### config.mk
export PLATFORM = sky130hd
export DESIGN_NAME = parallel_video_port
export DESIGN_NICKNAME = d
export VERILOG_FILES = /design/src/pvp_pkg.sv /design/src/pvp_sync2.sv /design/src/pvp_fifo.sv /design/src/parallel_video_port.sv
export VERILOG_INCLUDE_DIRS = /design/src
export SDC_FILE = /design/constraint.sdc
export NUM_CORES = 1
export LEC_CHECK = 0
export BUFFER_PORTS_ARGS = -buffer_cell sky130_fd_sc_hd__buf_2
export CAP_MARGIN = 0
export CORE_UTILIZATION = 50
export DETAILED_ROUTE_END_ITERATION = 6
export GPL_TIMING_DRIVEN = 0
export PLACE_DENSITY = 0.67
export REMOVE_ABC_BUFFERS = 1
export SYNTH_ARGS = -nofsm -noshare
export SYNTH_HDL_FRONTEND = slang
export SYNTH_SLANG_ARGS = --single-unit
### constraint.sdc
create_clock -name aclk -period 8.4 [get_ports aclk]
set_input_delay 0.84 -clock aclk [delete_from_list [all_inputs] [get_ports aclk]]
set_output_delay 0.84 -clock aclk [all_outputs]
set_load 0.02 [all_outputs]
### src/pvp_defines.svh
`ifndef PVP_DEFINES_SVH
`define PVP_DEFINES_SVH
// ****************************************
// Register offsets (byte addresses)
// ****************************************
`define PVP_OFS_CTRL   8'h00
`define PVP_OFS_DELAY  8'h04
`define PVP_OFS_COUNT  8'h08
`define PVP_OFS_LINES  8'h0C
`define PVP_OFS_STAT   8'h10
// ****************************************
// Control field positions
// ****************************************
`define PVP_EN_BIT     0
`define PVP_MODE_LSB   1
`define PVP_WLEN_LSB   4
`define PVP_VID10_BIT  8
`define PVP_NSYNC_LSB  9
`define PVP_CTRL_W     11
// ****************************************
// Status field positions
// ****************************************
`define PVP_ST_OVF_BIT 0
`define PVP_ST_UDR_BIT 1
`define PVP_ST_LCK_BIT 2
`define PVP_ST_FLD_BIT 3
`define PVP_ST_FSM_LSB 4
// ****************************************
// Reset values and code words
// ****************************************
`define PVP_CTRL_RST   11'h000
`define PVP_DELAY_RST  16'h0000
`define PVP_COUNT_RST  16'h0001
`define PVP_LINES_RST  16'h0001
`define PVP_CODE_ONES  8'hFF
`define PVP_CODE_ZERO  8'h00
`define PVP_RESP_OKAY  2'h0
`define PVP_RESP_ERR   2'h2
`endif

### src/pvp_pkg.sv
package pvp_pkg;
	// ****************************************
	// Operating submodes
	// ****************************************
	typedef enum logic [2:0] {
		MODE_GP_IN  = 3'h0,
		MODE_GP_CAP = 3'h1,
		MODE_GP_OUT = 3'h2,
		MODE_V_ACT  = 3'h3,
		MODE_V_VBI  = 3'h4,
		MODE_V_FLD  = 3'h5
	} mode_t;
	// Gray order: idle, wait, transfer
	typedef enum logic [1:0] {
		ST_IDLE = 2'h0,
		ST_WAIT = 2'h1,
		ST_XFER = 2'h3
	} gp_state_t;
	// One captured video word with its keep mark
	typedef struct packed {
		logic [15:0] data;
		logic        keep;
	} vid_word_t;
endpackage : pvp_pkg

### src/pvp_sync2.sv
`timescale 1ns/10ps
// ****************************************
// Two-flop synchroniser
// ****************************************
module pvp_sync2 #(
	parameter int WIDTH = 1
) (
	input  wire logic             clk,
	input  wire logic             rst_n,
	input  wire logic [WIDTH-1:0] d,
	output logic      [WIDTH-1:0] q
);
	logic [WIDTH-1:0] meta_q;
	// First stage feeds only the second
	always_ff @(posedge clk) begin
		if (!rst_n) begin
			meta_q <= '0;
			q      <= '0;
		end else begin
			meta_q <= d;
			q      <= meta_q;
		end
	end
endmodule : pvp_sync2

### src/pvp_fifo.sv
`timescale 1ns/10ps
// ****************************************
// Small sample buffer, DEPTH a power of two
// ****************************************
module pvp_fifo #(
	parameter int W     = 16,
	parameter int DEPTH = 4
) (
	input  wire logic         clk,
	input  wire logic         rst_n,
	input  wire logic [W-1:0] in_data,
	input  wire logic         in_valid,
	output logic              in_ready,
	output logic      [W-1:0] out_data,
	output logic              out_valid,
	input  wire logic         out_ready
);
	localparam int AW = $clog2(DEPTH);
	logic [W-1:0] mem_q [DEPTH];
	logic [AW-1:0] wp_q, rp_q;
	logic [AW:0]   cnt_q;
	logic          push, pop;

	assign in_ready  = (cnt_q != (AW+1)'(DEPTH));
	assign out_valid = (cnt_q != '0);
	assign out_data  = mem_q[rp_q];
	assign push      = in_valid & in_ready;
	assign pop       = out_valid & out_ready;

	// Storage needs no reset; emptiness is in cnt_q
	always_ff @(posedge clk) begin
		if (push) begin
			mem_q[wp_q] <= in_data;
		end
	end

	// Pointers wrap naturally at the power-of-two depth
	always_ff @(posedge clk) begin
		if (!rst_n) begin
			wp_q  <= '0;
			rp_q  <= '0;
			cnt_q <= '0;
		end else begin
			if (push) begin
				wp_q <= wp_q + 1'b1;
			end
			if (pop) begin
				rp_q <= rp_q + 1'b1;
			end
			if (push && !pop) begin
				cnt_q <= cnt_q + 1'b1;
			end else if (pop && !push) begin
				cnt_q <= cnt_q - 1'b1;
			end
		end
	end
endmodule : pvp_fifo

### src/parallel_video_port.sv
// Functional notes
// - Port clock sampled; rate at most half system
// - One clock, three syncs, sixteen data pins
// - Each frame sync configurable input or output
// - General-purpose data bus half-duplex, sixteen bits
// - Video mode carries 8 or 10 bits
// - Embedded line and field codes decoded
// - Submode sets sync and data directions
// - Programmable port-clock delay before reading data
// - Exactly programmed sample count per sync
// - Width 8 or 10 to 16 bits
// - Capture drives horizontal and vertical syncs
// - Output drives data with 1-3 syncs
// - Active mode drops blanking and code words
// - After field lock wait for active start
// - Active mode count gives lines per frame
// - Blanking mode keeps only vertical blanking
// - Entire field passes every sample
// - Entire field starts right at field lock
`timescale 1ns/10ps
`include "pvp_defines.svh"
module parallel_video_port
	import pvp_pkg::*;
#(
	parameter int CNT_W = 16,
	parameter int DEPTH = 4
) (
	input  wire logic        aclk,
	input  wire logic        aresetn,
	input  wire logic [7:0]  awaddr,
	input  wire logic        awvalid,
	output logic             awready,
	input  wire logic [31:0] wdata,
	input  wire logic [3:0]  wstrb,
	input  wire logic        wvalid,
	output logic             wready,
	output logic      [1:0]  bresp,
	output logic             bvalid,
	input  wire logic        bready,
	input  wire logic [7:0]  araddr,
	input  wire logic        arvalid,
	output logic             arready,
	output logic      [31:0] rdata,
	output logic      [1:0]  rresp,
	output logic             rvalid,
	input  wire logic        rready,
	input  wire logic        port_sample_clock,
	input  wire logic [2:0]  frame_sync_in,
	output logic      [2:0]  frame_sync_out,
	output logic      [2:0]  frame_sync_oe,
	input  wire logic [15:0] port_data_in,
	output logic      [15:0] port_data_out,
	output logic             port_data_oe,
	output logic      [15:0] rx_data,
	output logic             rx_valid,
	input  wire logic        rx_ready,
	input  wire logic [15:0] tx_data,
	input  wire logic        tx_valid,
	output logic             tx_ready,
	output logic             field_lock
);
	// ****************************************
	// Register bus slave
	// ****************************************
	logic [`PVP_CTRL_W-1:0] ctrl_q;
	logic [CNT_W-1:0]       delay_q, count_q, lines_q;
	logic                   aw_q, w_q, wr_go, wr_hit;
	logic [7:0]             awaddr_q, wa, ra;
	logic [31:0]            wdata_q, rd_d, stat_w;
	logic [3:0]             wstrb_q;

	function automatic logic [31:0] merge(input logic [31:0] old,
		input logic [31:0] wd, input logic [3:0] st);
		logic [31:0] r;
		r = old;
		for (int b = 0; b < 4; b++) begin
			if (st[b]) begin
				r[8*b +: 8] = wd[8*b +: 8];
			end
		end
		return r;
	endfunction : merge

	assign awready = !aw_q;
	assign wready  = !w_q;
	assign arready = !rvalid;
	assign wr_go   = aw_q & w_q & !bvalid;
	assign wa      = {awaddr_q[7:2], 2'b00};
	assign ra      = {araddr[7:2], 2'b00};
	assign wr_hit  = (wa == `PVP_OFS_CTRL) || (wa == `PVP_OFS_DELAY) ||
		(wa == `PVP_OFS_COUNT) || (wa == `PVP_OFS_LINES) || (wa == `PVP_OFS_STAT);

	// Address and data taken in either order; answer follows both
	always_ff @(posedge aclk) begin
		if (!aresetn) begin
			aw_q     <= 1'b0;
			w_q      <= 1'b0;
			bvalid   <= 1'b0;
			bresp    <= `PVP_RESP_OKAY;
			awaddr_q <= 8'h00;
			wdata_q  <= 32'h0000_0000;
			wstrb_q  <= 4'h0;
		end else begin
			if (awvalid && awready) begin
				aw_q     <= 1'b1;
				awaddr_q <= awaddr;
			end
			if (wvalid && wready) begin
				w_q     <= 1'b1;
				wdata_q <= wdata;
				wstrb_q <= wstrb;
			end
			if (wr_go) begin
				aw_q   <= 1'b0;
				w_q    <= 1'b0;
				bvalid <= 1'b1;
				bresp  <= wr_hit ? `PVP_RESP_OKAY : `PVP_RESP_ERR;
			end else if (bvalid && bready) begin
				bvalid <= 1'b0;
			end
		end
	end

	// Setting registers, byte strobes honoured
	always_ff @(posedge aclk) begin
		if (!aresetn) begin
			ctrl_q  <= `PVP_CTRL_RST;
			delay_q <= CNT_W'(`PVP_DELAY_RST);
			count_q <= CNT_W'(`PVP_COUNT_RST);
			lines_q <= CNT_W'(`PVP_LINES_RST);
		end else if (wr_go) begin
			case (wa)
				`PVP_OFS_CTRL: ctrl_q <=
					`PVP_CTRL_W'(merge(32'(ctrl_q), wdata_q, wstrb_q));
				`PVP_OFS_DELAY: delay_q <= CNT_W'(merge(32'(delay_q), wdata_q, wstrb_q));
				`PVP_OFS_COUNT: count_q <= CNT_W'(merge(32'(count_q), wdata_q, wstrb_q));
				`PVP_OFS_LINES: lines_q <= CNT_W'(merge(32'(lines_q), wdata_q, wstrb_q));
				default: ;
			endcase
		end
	end

	// Read mux; unmapped reads return zero with an error
	always_comb begin
		case (ra)
			`PVP_OFS_CTRL:  rd_d = 32'(ctrl_q);
			`PVP_OFS_DELAY: rd_d = 32'(delay_q);
			`PVP_OFS_COUNT: rd_d = 32'(count_q);
			`PVP_OFS_LINES: rd_d = 32'(lines_q);
			`PVP_OFS_STAT:  rd_d = stat_w;
			default:        rd_d = 32'h0000_0000;
		endcase
	end

	always_ff @(posedge aclk) begin
		if (!aresetn) begin
			rvalid <= 1'b0;
			rdata  <= 32'h0000_0000;
			rresp  <= `PVP_RESP_OKAY;
		end else if (arvalid && arready) begin
			rvalid <= 1'b1;
			rdata  <= rd_d;
			rresp  <= (ra > `PVP_OFS_STAT) ? `PVP_RESP_ERR : `PVP_RESP_OKAY;
		end else if (rready) begin
			rvalid <= 1'b0;
		end
	end

	// ****************************************
	// Control decode
	// ****************************************
	mode_t     mode;
	logic      en, vid10, gp_on, vid_on, fs_drive;
	logic [3:0] wlen;
	logic [1:0] nsync;
	logic [15:0] wmask;

	assign en     = ctrl_q[`PVP_EN_BIT];
	assign mode   = mode_t'(ctrl_q[`PVP_MODE_LSB +: 3]);
	assign wlen   = ctrl_q[`PVP_WLEN_LSB +: 4];
	assign vid10  = ctrl_q[`PVP_VID10_BIT];
	assign nsync  = ctrl_q[`PVP_NSYNC_LSB +: 2];
	assign gp_on  = en & (mode == MODE_GP_IN || mode == MODE_GP_CAP || mode == MODE_GP_OUT);
	assign vid_on = en & (mode == MODE_V_ACT || mode == MODE_V_VBI || mode == MODE_V_FLD);
	assign fs_drive = en & (mode == MODE_GP_CAP || mode == MODE_GP_OUT);
	// Width code holds width minus one: 7 or 9 to 15
	assign wmask  = 16'hFFFF >> (4'hF - wlen);

	// ****************************************
	// Pin synchronisers and port clock edges
	// ****************************************
	logic [19:0] syn_w;
	logic        pclk_q, pclk_rise, fs1_q;
	logic [2:0]  fs_s;
	logic [15:0] din_s;

	// Clock, syncs and data share one delay so they stay aligned
	pvp_sync2 #(.WIDTH(20)) u_sync (
		.clk   (aclk),
		.rst_n (aresetn),
		.d     ({port_sample_clock, frame_sync_in, port_data_in}),
		.q     (syn_w)
	);
	assign fs_s  = syn_w[18:16];
	assign din_s = syn_w[15:0];
	// Rate at or below half the system clock keeps edges apart
	assign pclk_rise = syn_w[19] & ~pclk_q;

	always_ff @(posedge aclk) begin
		if (!aresetn) begin
			pclk_q <= 1'b0;
			fs1_q  <= 1'b0;
		end else begin
			pclk_q <= syn_w[19];
			if (pclk_rise) begin
				fs1_q <= fs_s[0];
			end
		end
	end

	// ****************************************
	// General-purpose engine
	// ****************************************
	gp_state_t state_q;
	logic [CNT_W-1:0] dcnt_q, scnt_q, line_q;
	logic trig, xfer_edge;

	// Input submode waits on the source's first sync; others self-start
	assign trig = (mode == MODE_GP_IN) ? (fs_s[0] & ~fs1_q) : 1'b1;
	assign xfer_edge = gp_on & pclk_rise & (state_q == ST_XFER);

	always_ff @(posedge aclk) begin
		if (!aresetn || !gp_on) begin
			state_q <= ST_IDLE;
			dcnt_q  <= '0;
			scnt_q  <= '0;
		end else if (pclk_rise) begin
			case (state_q)
				ST_IDLE: if (trig) begin
					dcnt_q  <= '0;
					scnt_q  <= '0;
					state_q <= (delay_q == '0) ? ST_XFER : ST_WAIT;
				end
				ST_WAIT: begin
					dcnt_q <= dcnt_q + 1'b1;
					if (dcnt_q == delay_q - 1'b1) begin
						state_q <= ST_XFER;
					end
				end
				ST_XFER: begin
					scnt_q <= scnt_q + 1'b1;
					if (scnt_q == count_q - 1'b1) begin
						state_q <= ST_IDLE;
					end
				end
				default: state_q <= ST_IDLE;
			endcase
		end
	end

	// Line counter frames the generated vertical sync
	always_ff @(posedge aclk) begin
		if (!aresetn || !fs_drive) begin
			line_q <= '0;
		end else if (xfer_edge && scnt_q == count_q - 1'b1) begin
			line_q <= (line_q + 1'b1 >= lines_q) ? '0 : line_q + 1'b1;
		end
	end

	// ****************************************
	// Pin drivers
	// ****************************************
	logic out_mode, udr_set;

	assign out_mode = en & (mode == MODE_GP_OUT);
	// Data bus drives only in output submode, so never both ways
	assign port_data_oe = out_mode;
	// Sync directions per submode and sync count
	always_comb begin
		if (en && mode == MODE_GP_CAP) begin
			frame_sync_oe = 3'h3;
		end else if (out_mode) begin
			frame_sync_oe = (nsync == 2'h3) ? 3'h7 : (nsync == 2'h2) ? 3'h3 : 3'h1;
		end else begin
			frame_sync_oe = 3'h0;
		end
	end
	// Memory side offers a word; taken once per output sample
	assign tx_ready = out_mode & xfer_edge;
	assign udr_set  = tx_ready & !tx_valid;

	// Horizontal sync outside transfer, vertical on line zero
	always_ff @(posedge aclk) begin
		if (!aresetn) begin
			frame_sync_out <= 3'h0;
			port_data_out  <= 16'h0000;
		end else begin
			frame_sync_out[0] <= fs_drive & (state_q != ST_XFER);
			frame_sync_out[1] <= fs_drive & (line_q == '0);
			frame_sync_out[2] <= out_mode & (state_q != ST_XFER) & (line_q == '0);
			if (tx_ready) begin
				port_data_out <= tx_valid ? (tx_data & wmask) : 16'h0000;
			end
		end
	end

	// ****************************************
	// Embedded-sync video decode
	// ****************************************
	vid_word_t pipe_q [4];
	vid_word_t new_w;
	logic [7:0] vw, n0, n1, n2;
	logic       vid_edge, is_xy, kill, keep_new;
	logic       lock_q, act_q, vbl_q, fprev_q;
	logic [CNT_W-1:0] lcnt_q;

	function automatic logic [7:0] norm(input logic [15:0] d, input logic w10);
		return w10 ? d[9:2] : d[7:0];
	endfunction : norm

	assign vid_edge = vid_on & pclk_rise;
	assign vw = norm(din_s, vid10);
	assign n0 = norm(pipe_q[0].data, vid10);
	assign n1 = norm(pipe_q[1].data, vid10);
	assign n2 = norm(pipe_q[2].data, vid10);
	// Status word after all-ones, zero, zero
	assign is_xy = vid_edge & (n2 == `PVP_CODE_ONES) & (n1 == `PVP_CODE_ZERO) &
		(n0 == `PVP_CODE_ZERO);
	// Entire field keeps codes; other modes strip all four words
	assign kill = is_xy & (mode != MODE_V_FLD);
	always_comb begin
		case (mode)
			MODE_V_FLD: keep_new = lock_q;
			MODE_V_ACT: keep_new = lock_q & act_q;
			MODE_V_VBI: keep_new = lock_q & vbl_q;
			default:    keep_new = 1'b0;
		endcase
	end
	// Width 8 or 10 bits zero-padded
	assign new_w = '{data: vid10 ? {6'h00, din_s[9:0]} : {8'h00, din_s[7:0]},
		keep: keep_new & ~kill};

	// Four-word delay lets a late-found code be dropped whole
	// Cleared while video is off, so no stale word leaks into the next run
	always_ff @(posedge aclk) begin
		if (!aresetn || !vid_on) begin
			pipe_q[0] <= '0;
		end else if (vid_edge) begin
			pipe_q[0] <= new_w;
		end
	end
	for (genvar i = 1; i < 4; i++) begin : g_pipe
		always_ff @(posedge aclk) begin
			if (!aresetn || !vid_on) begin
				pipe_q[i] <= '0;
			end else if (vid_edge) begin
				pipe_q[i] <= '{data: pipe_q[i-1].data,
					keep: pipe_q[i-1].keep & ~(kill && i < 4)};
			end
		end
	end

	// Field lock on field bit falling to field 1; lines counted
	always_ff @(posedge aclk) begin
		if (!aresetn || !vid_on) begin
			lock_q  <= 1'b0;
			act_q   <= 1'b0;
			vbl_q   <= 1'b0;
			fprev_q <= 1'b0;
			lcnt_q  <= '0;
		end else if (is_xy) begin
			fprev_q <= vw[6];
			vbl_q   <= vw[5];
			if (!vw[6] && fprev_q) begin
				lock_q <= 1'b1;
				act_q  <= 1'b0;
				lcnt_q <= '0;
			end else if (lock_q) begin
				act_q <= ~vw[4] & ~vw[5];
				if (mode == MODE_V_ACT && vw[4] && act_q) begin
					lcnt_q <= lcnt_q + 1'b1;
					if (lcnt_q == count_q - 1'b1) begin
						lock_q <= 1'b0;
					end
				end
			end
		end
	end
	assign field_lock = lock_q;

	// ****************************************
	// Sample buffer and status
	// ****************************************
	logic [15:0] push_d;
	logic        push_v, push_rdy, gp_cap, ovf_q, udr_q, stat_wr;

	assign gp_cap = xfer_edge & (mode != MODE_GP_OUT);
	assign push_v = gp_cap | (vid_edge & pipe_q[3].keep);
	assign push_d = gp_cap ? (din_s & wmask) : pipe_q[3].data;

	pvp_fifo #(.W(16), .DEPTH(DEPTH)) u_fifo (
		.clk       (aclk),
		.rst_n     (aresetn),
		.in_data   (push_d),
		.in_valid  (push_v),
		.in_ready  (push_rdy),
		.out_data  (rx_data),
		.out_valid (rx_valid),
		.out_ready (rx_ready)
	);

	// Sticky flags; a new event beats a same-cycle clear
	assign stat_wr = wr_go & (wa == `PVP_OFS_STAT) & wstrb_q[0];
	always_ff @(posedge aclk) begin
		if (!aresetn) begin
			ovf_q <= 1'b0;
			udr_q <= 1'b0;
		end else begin
			ovf_q <= (push_v & ~push_rdy) |
				(ovf_q & ~(stat_wr & wdata_q[`PVP_ST_OVF_BIT]));
			udr_q <= udr_set | (udr_q & ~(stat_wr & wdata_q[`PVP_ST_UDR_BIT]));
		end
	end
	always_comb begin
		stat_w = 32'h0000_0000;
		stat_w[`PVP_ST_OVF_BIT] = ovf_q;
		stat_w[`PVP_ST_UDR_BIT] = udr_q;
		stat_w[`PVP_ST_LCK_BIT] = lock_q;
		stat_w[`PVP_ST_FLD_BIT] = fprev_q;
		stat_w[`PVP_ST_FSM_LSB +: 2] = state_q;
	end
endmodule : parallel_video_port

==> results.toml <==
[sta]
fmax_mhz = 200.2
slew_viol_final = 0
fin_hold_ws_ns = 0.4307
fin_crit_ns = 4.996
fin_crit_sh_pct = 59.47
tightestPinTransition_ns = 1.325
grt_setup_unrepaired = "false"
finClkSkew_ns = 0.02137
fin_setup_tns_ns = 0
final_hold_viol_count = 0
setup_viol_count_final = 0
slew_headroom_pct = 10.98

[worst_hold_path]
min_from = "u_sync.meta_q[2]"
worst_hold_path_type = "reg2reg"

[placement]
port_buffers = 137
dp_hpwl_mm = 29.30
place_area_sq_um = 17760
gp_congestion = 0.8794

[cells_and_area]
layout.nets = 1940
fin_area_sq_um = 19130
area_growth_pct = 13.47
drive_gt1_share_pct = 13.56
n_antenna_cell = 0

[setup_path]
cp_max_fo = 16
rr_endpoint = "line_q[7]"
ff2ff_setup_slack_ns = 3.40
critical_path_class = "reg2reg"
reg2reg_from = "line_q[0]"
critPathRequiredTime_ns = 8.87
end_kind = "register"
cp-startpoint = "line_q[0]"
cp.arrival_ns = 5.46
worst-r2r-cell-count = 15
startpoint_type = "register"
crit_end = "line_q[7]"

[cts]
postCtsHoldBufs = 0
cts_tree = "done"
clk_path_buf_depth = 3
clk-insertion-delay-late_ns = 0.54
cts_setup_buffers = 0
h-tree-depth = 2
clkTransAtPathRegs_ns = 0.06
cts_buffers = 38
cts_root_buf = "clkbuf_16"
clock_sinks = 351
post_cts_resized = 0

[synth]
yosysWarningCount = 0
async_flop_share_pct = 0
synth_edf_count = 108
syn_area_sq_um = 16860
postSynthAreaPerCell_sq_um = 9.712
synthDistinctLibCells = 83
ys_seq_area_share_pct = 48.09
synth_seq_cells = 351
syn_inst = 1736
ys.flop_type = "dfxtp_1"

[floorplanning]
num_rows = 66
die_x_um = 185.6
start_util_pct = 51.30
io_pins = 180
core_sq_um = 32870
fp.dieH_um = 185.6
die_area_sq_um = 34460

[detailed_routing]
vias_per_cell = 5.634
ant_nets = 0
drtIter0Drc = 766
first_pass_iters = 5
via_count = 12880
wl_mm = 41.35
wl_per_cell_um = 18.09
drc = 0

[power_and_ir_drop]
powerDensity_nw_per_um2 = 199.1
leakagePower_uw = 0.007388
ir_drop_v = 0.0001335

[global_route]
grt_pass1_vias = 12010
grt_overflow_total = 0
antenna_found_initial = 2
grt_pass1_wl_mm = 64.85
grt_max_degree = 148
grtUsageTotal_pct = 24.06

[run_status]
outcome = "completed"

[flow_run]
maxCapViolations = 0
metal layers:
metal	routed length (um)	GRT usage, %	up-vias
li1	-	-	6260
met1	18160	31.14	6177
met2	19810	41.05	358
met3	2206	3.717	80
met4	1147	7.705	4
met5	27	0	-
worst max-delay path, stage by stage (launching register included):
cell	delay, ns
dfxtp_1	0.41
ha_1	0.26
nand3_1	0.17
nor2_1	0.33
and3_1	0.23
and3_1	0.28
nand3_1	0.12
xnor2_1	0.22
ha_1	0.28
a2111o_1	0.44
a2111o_1	0.39
nor2_1	0.10
o21ai_0	0.45
nand2_1	0.61
or4b_1	0.49
a21oi_1	0.15
power breakdown:
part	leakage, uW	total (uW)	internal (uW)	switching, uW
registers	0.00317	1800	1760	38.6
clock network	0.000663	1800	1100	695
logic	0.00356	206	92.8	113
total	0.00739	3810	2960	847
per-stage QoR:
| step | util (%) | std cells | setup WS, ns | total power (uW) |
|---|---|---|---|---|
| after floorplan | - | 1630 | 4.139 | 1957 |
| after global routing | 58.21 | 2286 | 2.924 | 3937 |
| after global placement | 53.57 | 2209 | 2.111 | 2045 |
| after detailed placement | 54.05 | 2216 | 3.496 | 2048 |
| after CTS | 58.18 | 2286 | 3.439 | 3850 |
| final | 58.21 | 2286 | 3.404 | 3809 |
logic make-up after synthesis:
family                   share of synthesized area, %
AND/OR/NAND/NOR                                 22.20
flip-flops                                      48.09
AO/OA/AOI/OAI                                   11.09
buffers and inverters                           4.527
XOR/XNOR                                        5.692
multiplexers                                    6.182
adder cells (fa/ha/maj)                         2.197
other                                         0.02224
worst min path at each step:
stage / endpoint / depth (start not counted)
floorplan: u_sync.q[0] / 1
global route: u_sync.q[16] / 1
detailed placement: u_sync.q[7] / 1
finish: u_sync.q[2] / 1
CTS: u_sync.q[7] / 1
global placement: u_sync.q[6] / 1
cells in the mapped netlist, types with 5 or more instances:
cell type | count | area, sq um
a21boi_0 | 68 | 510.5
and3_1 | 58 | 362.9
a21o_1 | 8 | 60.06
nand4_1 | 30 | 187.7
ha_1 | 28 | 350.3
nor3_1 | 29 | 145.1
and2_1 | 57 | 356.6
inv_1 | 55 | 206.5
or4_1 | 7 | 52.55
buf_4 | 18 | 135.1
o21ai_0 | 54 | 270.3
nand3b_1 | 14 | 105.1
nor2b_1 | 55 | 344.1
nand2_1 | 208 | 780.8
clkbuf_1 | 92 | 345.3
a21oi_1 | 69 | 345.3
or4b_1 | 11 | 110.1
mux2i_1 | 67 | 670.6
nand3_1 | 52 | 260.3
o211ai_1 | 8 | 60.06
a22oi_1 | 16 | 120.1
nor4_1 | 13 | 81.33
xor2_1 | 48 | 420.4
edfxtp_1 | 108 | 3243
nor2_1 | 101 | 379.1
o221ai_1 | 5 | 43.79
dfxtp_1 | 243 | 4865
or3_1 | 26 | 162.7
mux4_2 | 16 | 360.4
nand2b_1 | 13 | 81.33
xnor2_1 | 59 | 516.8
buf_1 | 6 | 22.52
cell usage in the layout, fill, tap and decap left out, types with 5 or more instances in the layout:
| master | synthesis | final |
|---|---|---|
| and2_1 | 57 | 57 |
| inv_1 | 55 | 55 |
| nor2_1 | 101 | 101 |
| nor2b_1 | 55 | 54 |
| xnor2_1 | 59 | 59 |
| nor3_1 | 29 | 27 |
| mux4_2 | 16 | 16 |
| nand2_1 | 208 | 208 |
| o221ai_1 | 5 | 5 |
| nand2b_1 | 13 | 13 |
| a21boi_0 | 68 | 68 |
| nand4_1 | 30 | 30 |
| clkbuf_1 | 92 | 7 |
| nand3_1 | 52 | 51 |
| bufinv_16 | 0 | 7 |
| edfxtp_1 | 108 | 108 |
| nor4_1 | 13 | 13 |
| mux2i_1 | 67 | 67 |
| xor2_1 | 48 | 48 |
| buf_2 | 4 | 136 |
| or4_1 | 7 | 7 |
| inv_6 | 0 | 5 |
| a22oi_1 | 16 | 16 |
| o211ai_1 | 8 | 8 |
| clkbuf_16 | 0 | 38 |
| a21oi_1 | 69 | 69 |
| nand3b_1 | 14 | 14 |
| or3_1 | 26 | 26 |
| clkbuf_8 | 0 | 5 |
| ha_1 | 28 | 28 |
| dfxtp_1 | 243 | 243 |
| and3_1 | 58 | 58 |
| a21o_1 | 8 | 8 |
| o21ai_0 | 54 | 54 |
| conb_1 | 1 | 18 |
| or4b_1 | 11 | 11 |
final cells by class:
cell class                      instances  area (sq um)
Tap cell                              442         553.0
Sequential cell                       351          8108
Inverter                               55         206.4
Timing Repair Buffer                  144         807.0
Clock inverter                         20         314.1
Clock buffer                           50          1046
Multi-Input combinational cell       1224          8097
Fill cell                            2931         13740
state kept, by name, summed over array words and instances (netlist names), 18 cells and up, named ones only:
signal	flops
u_fifo.mem_q	64
pipe_q	44
u_sync.meta_q	18
u_sync.q	18
Note: power is estimated with default switching activity, not from simulation.
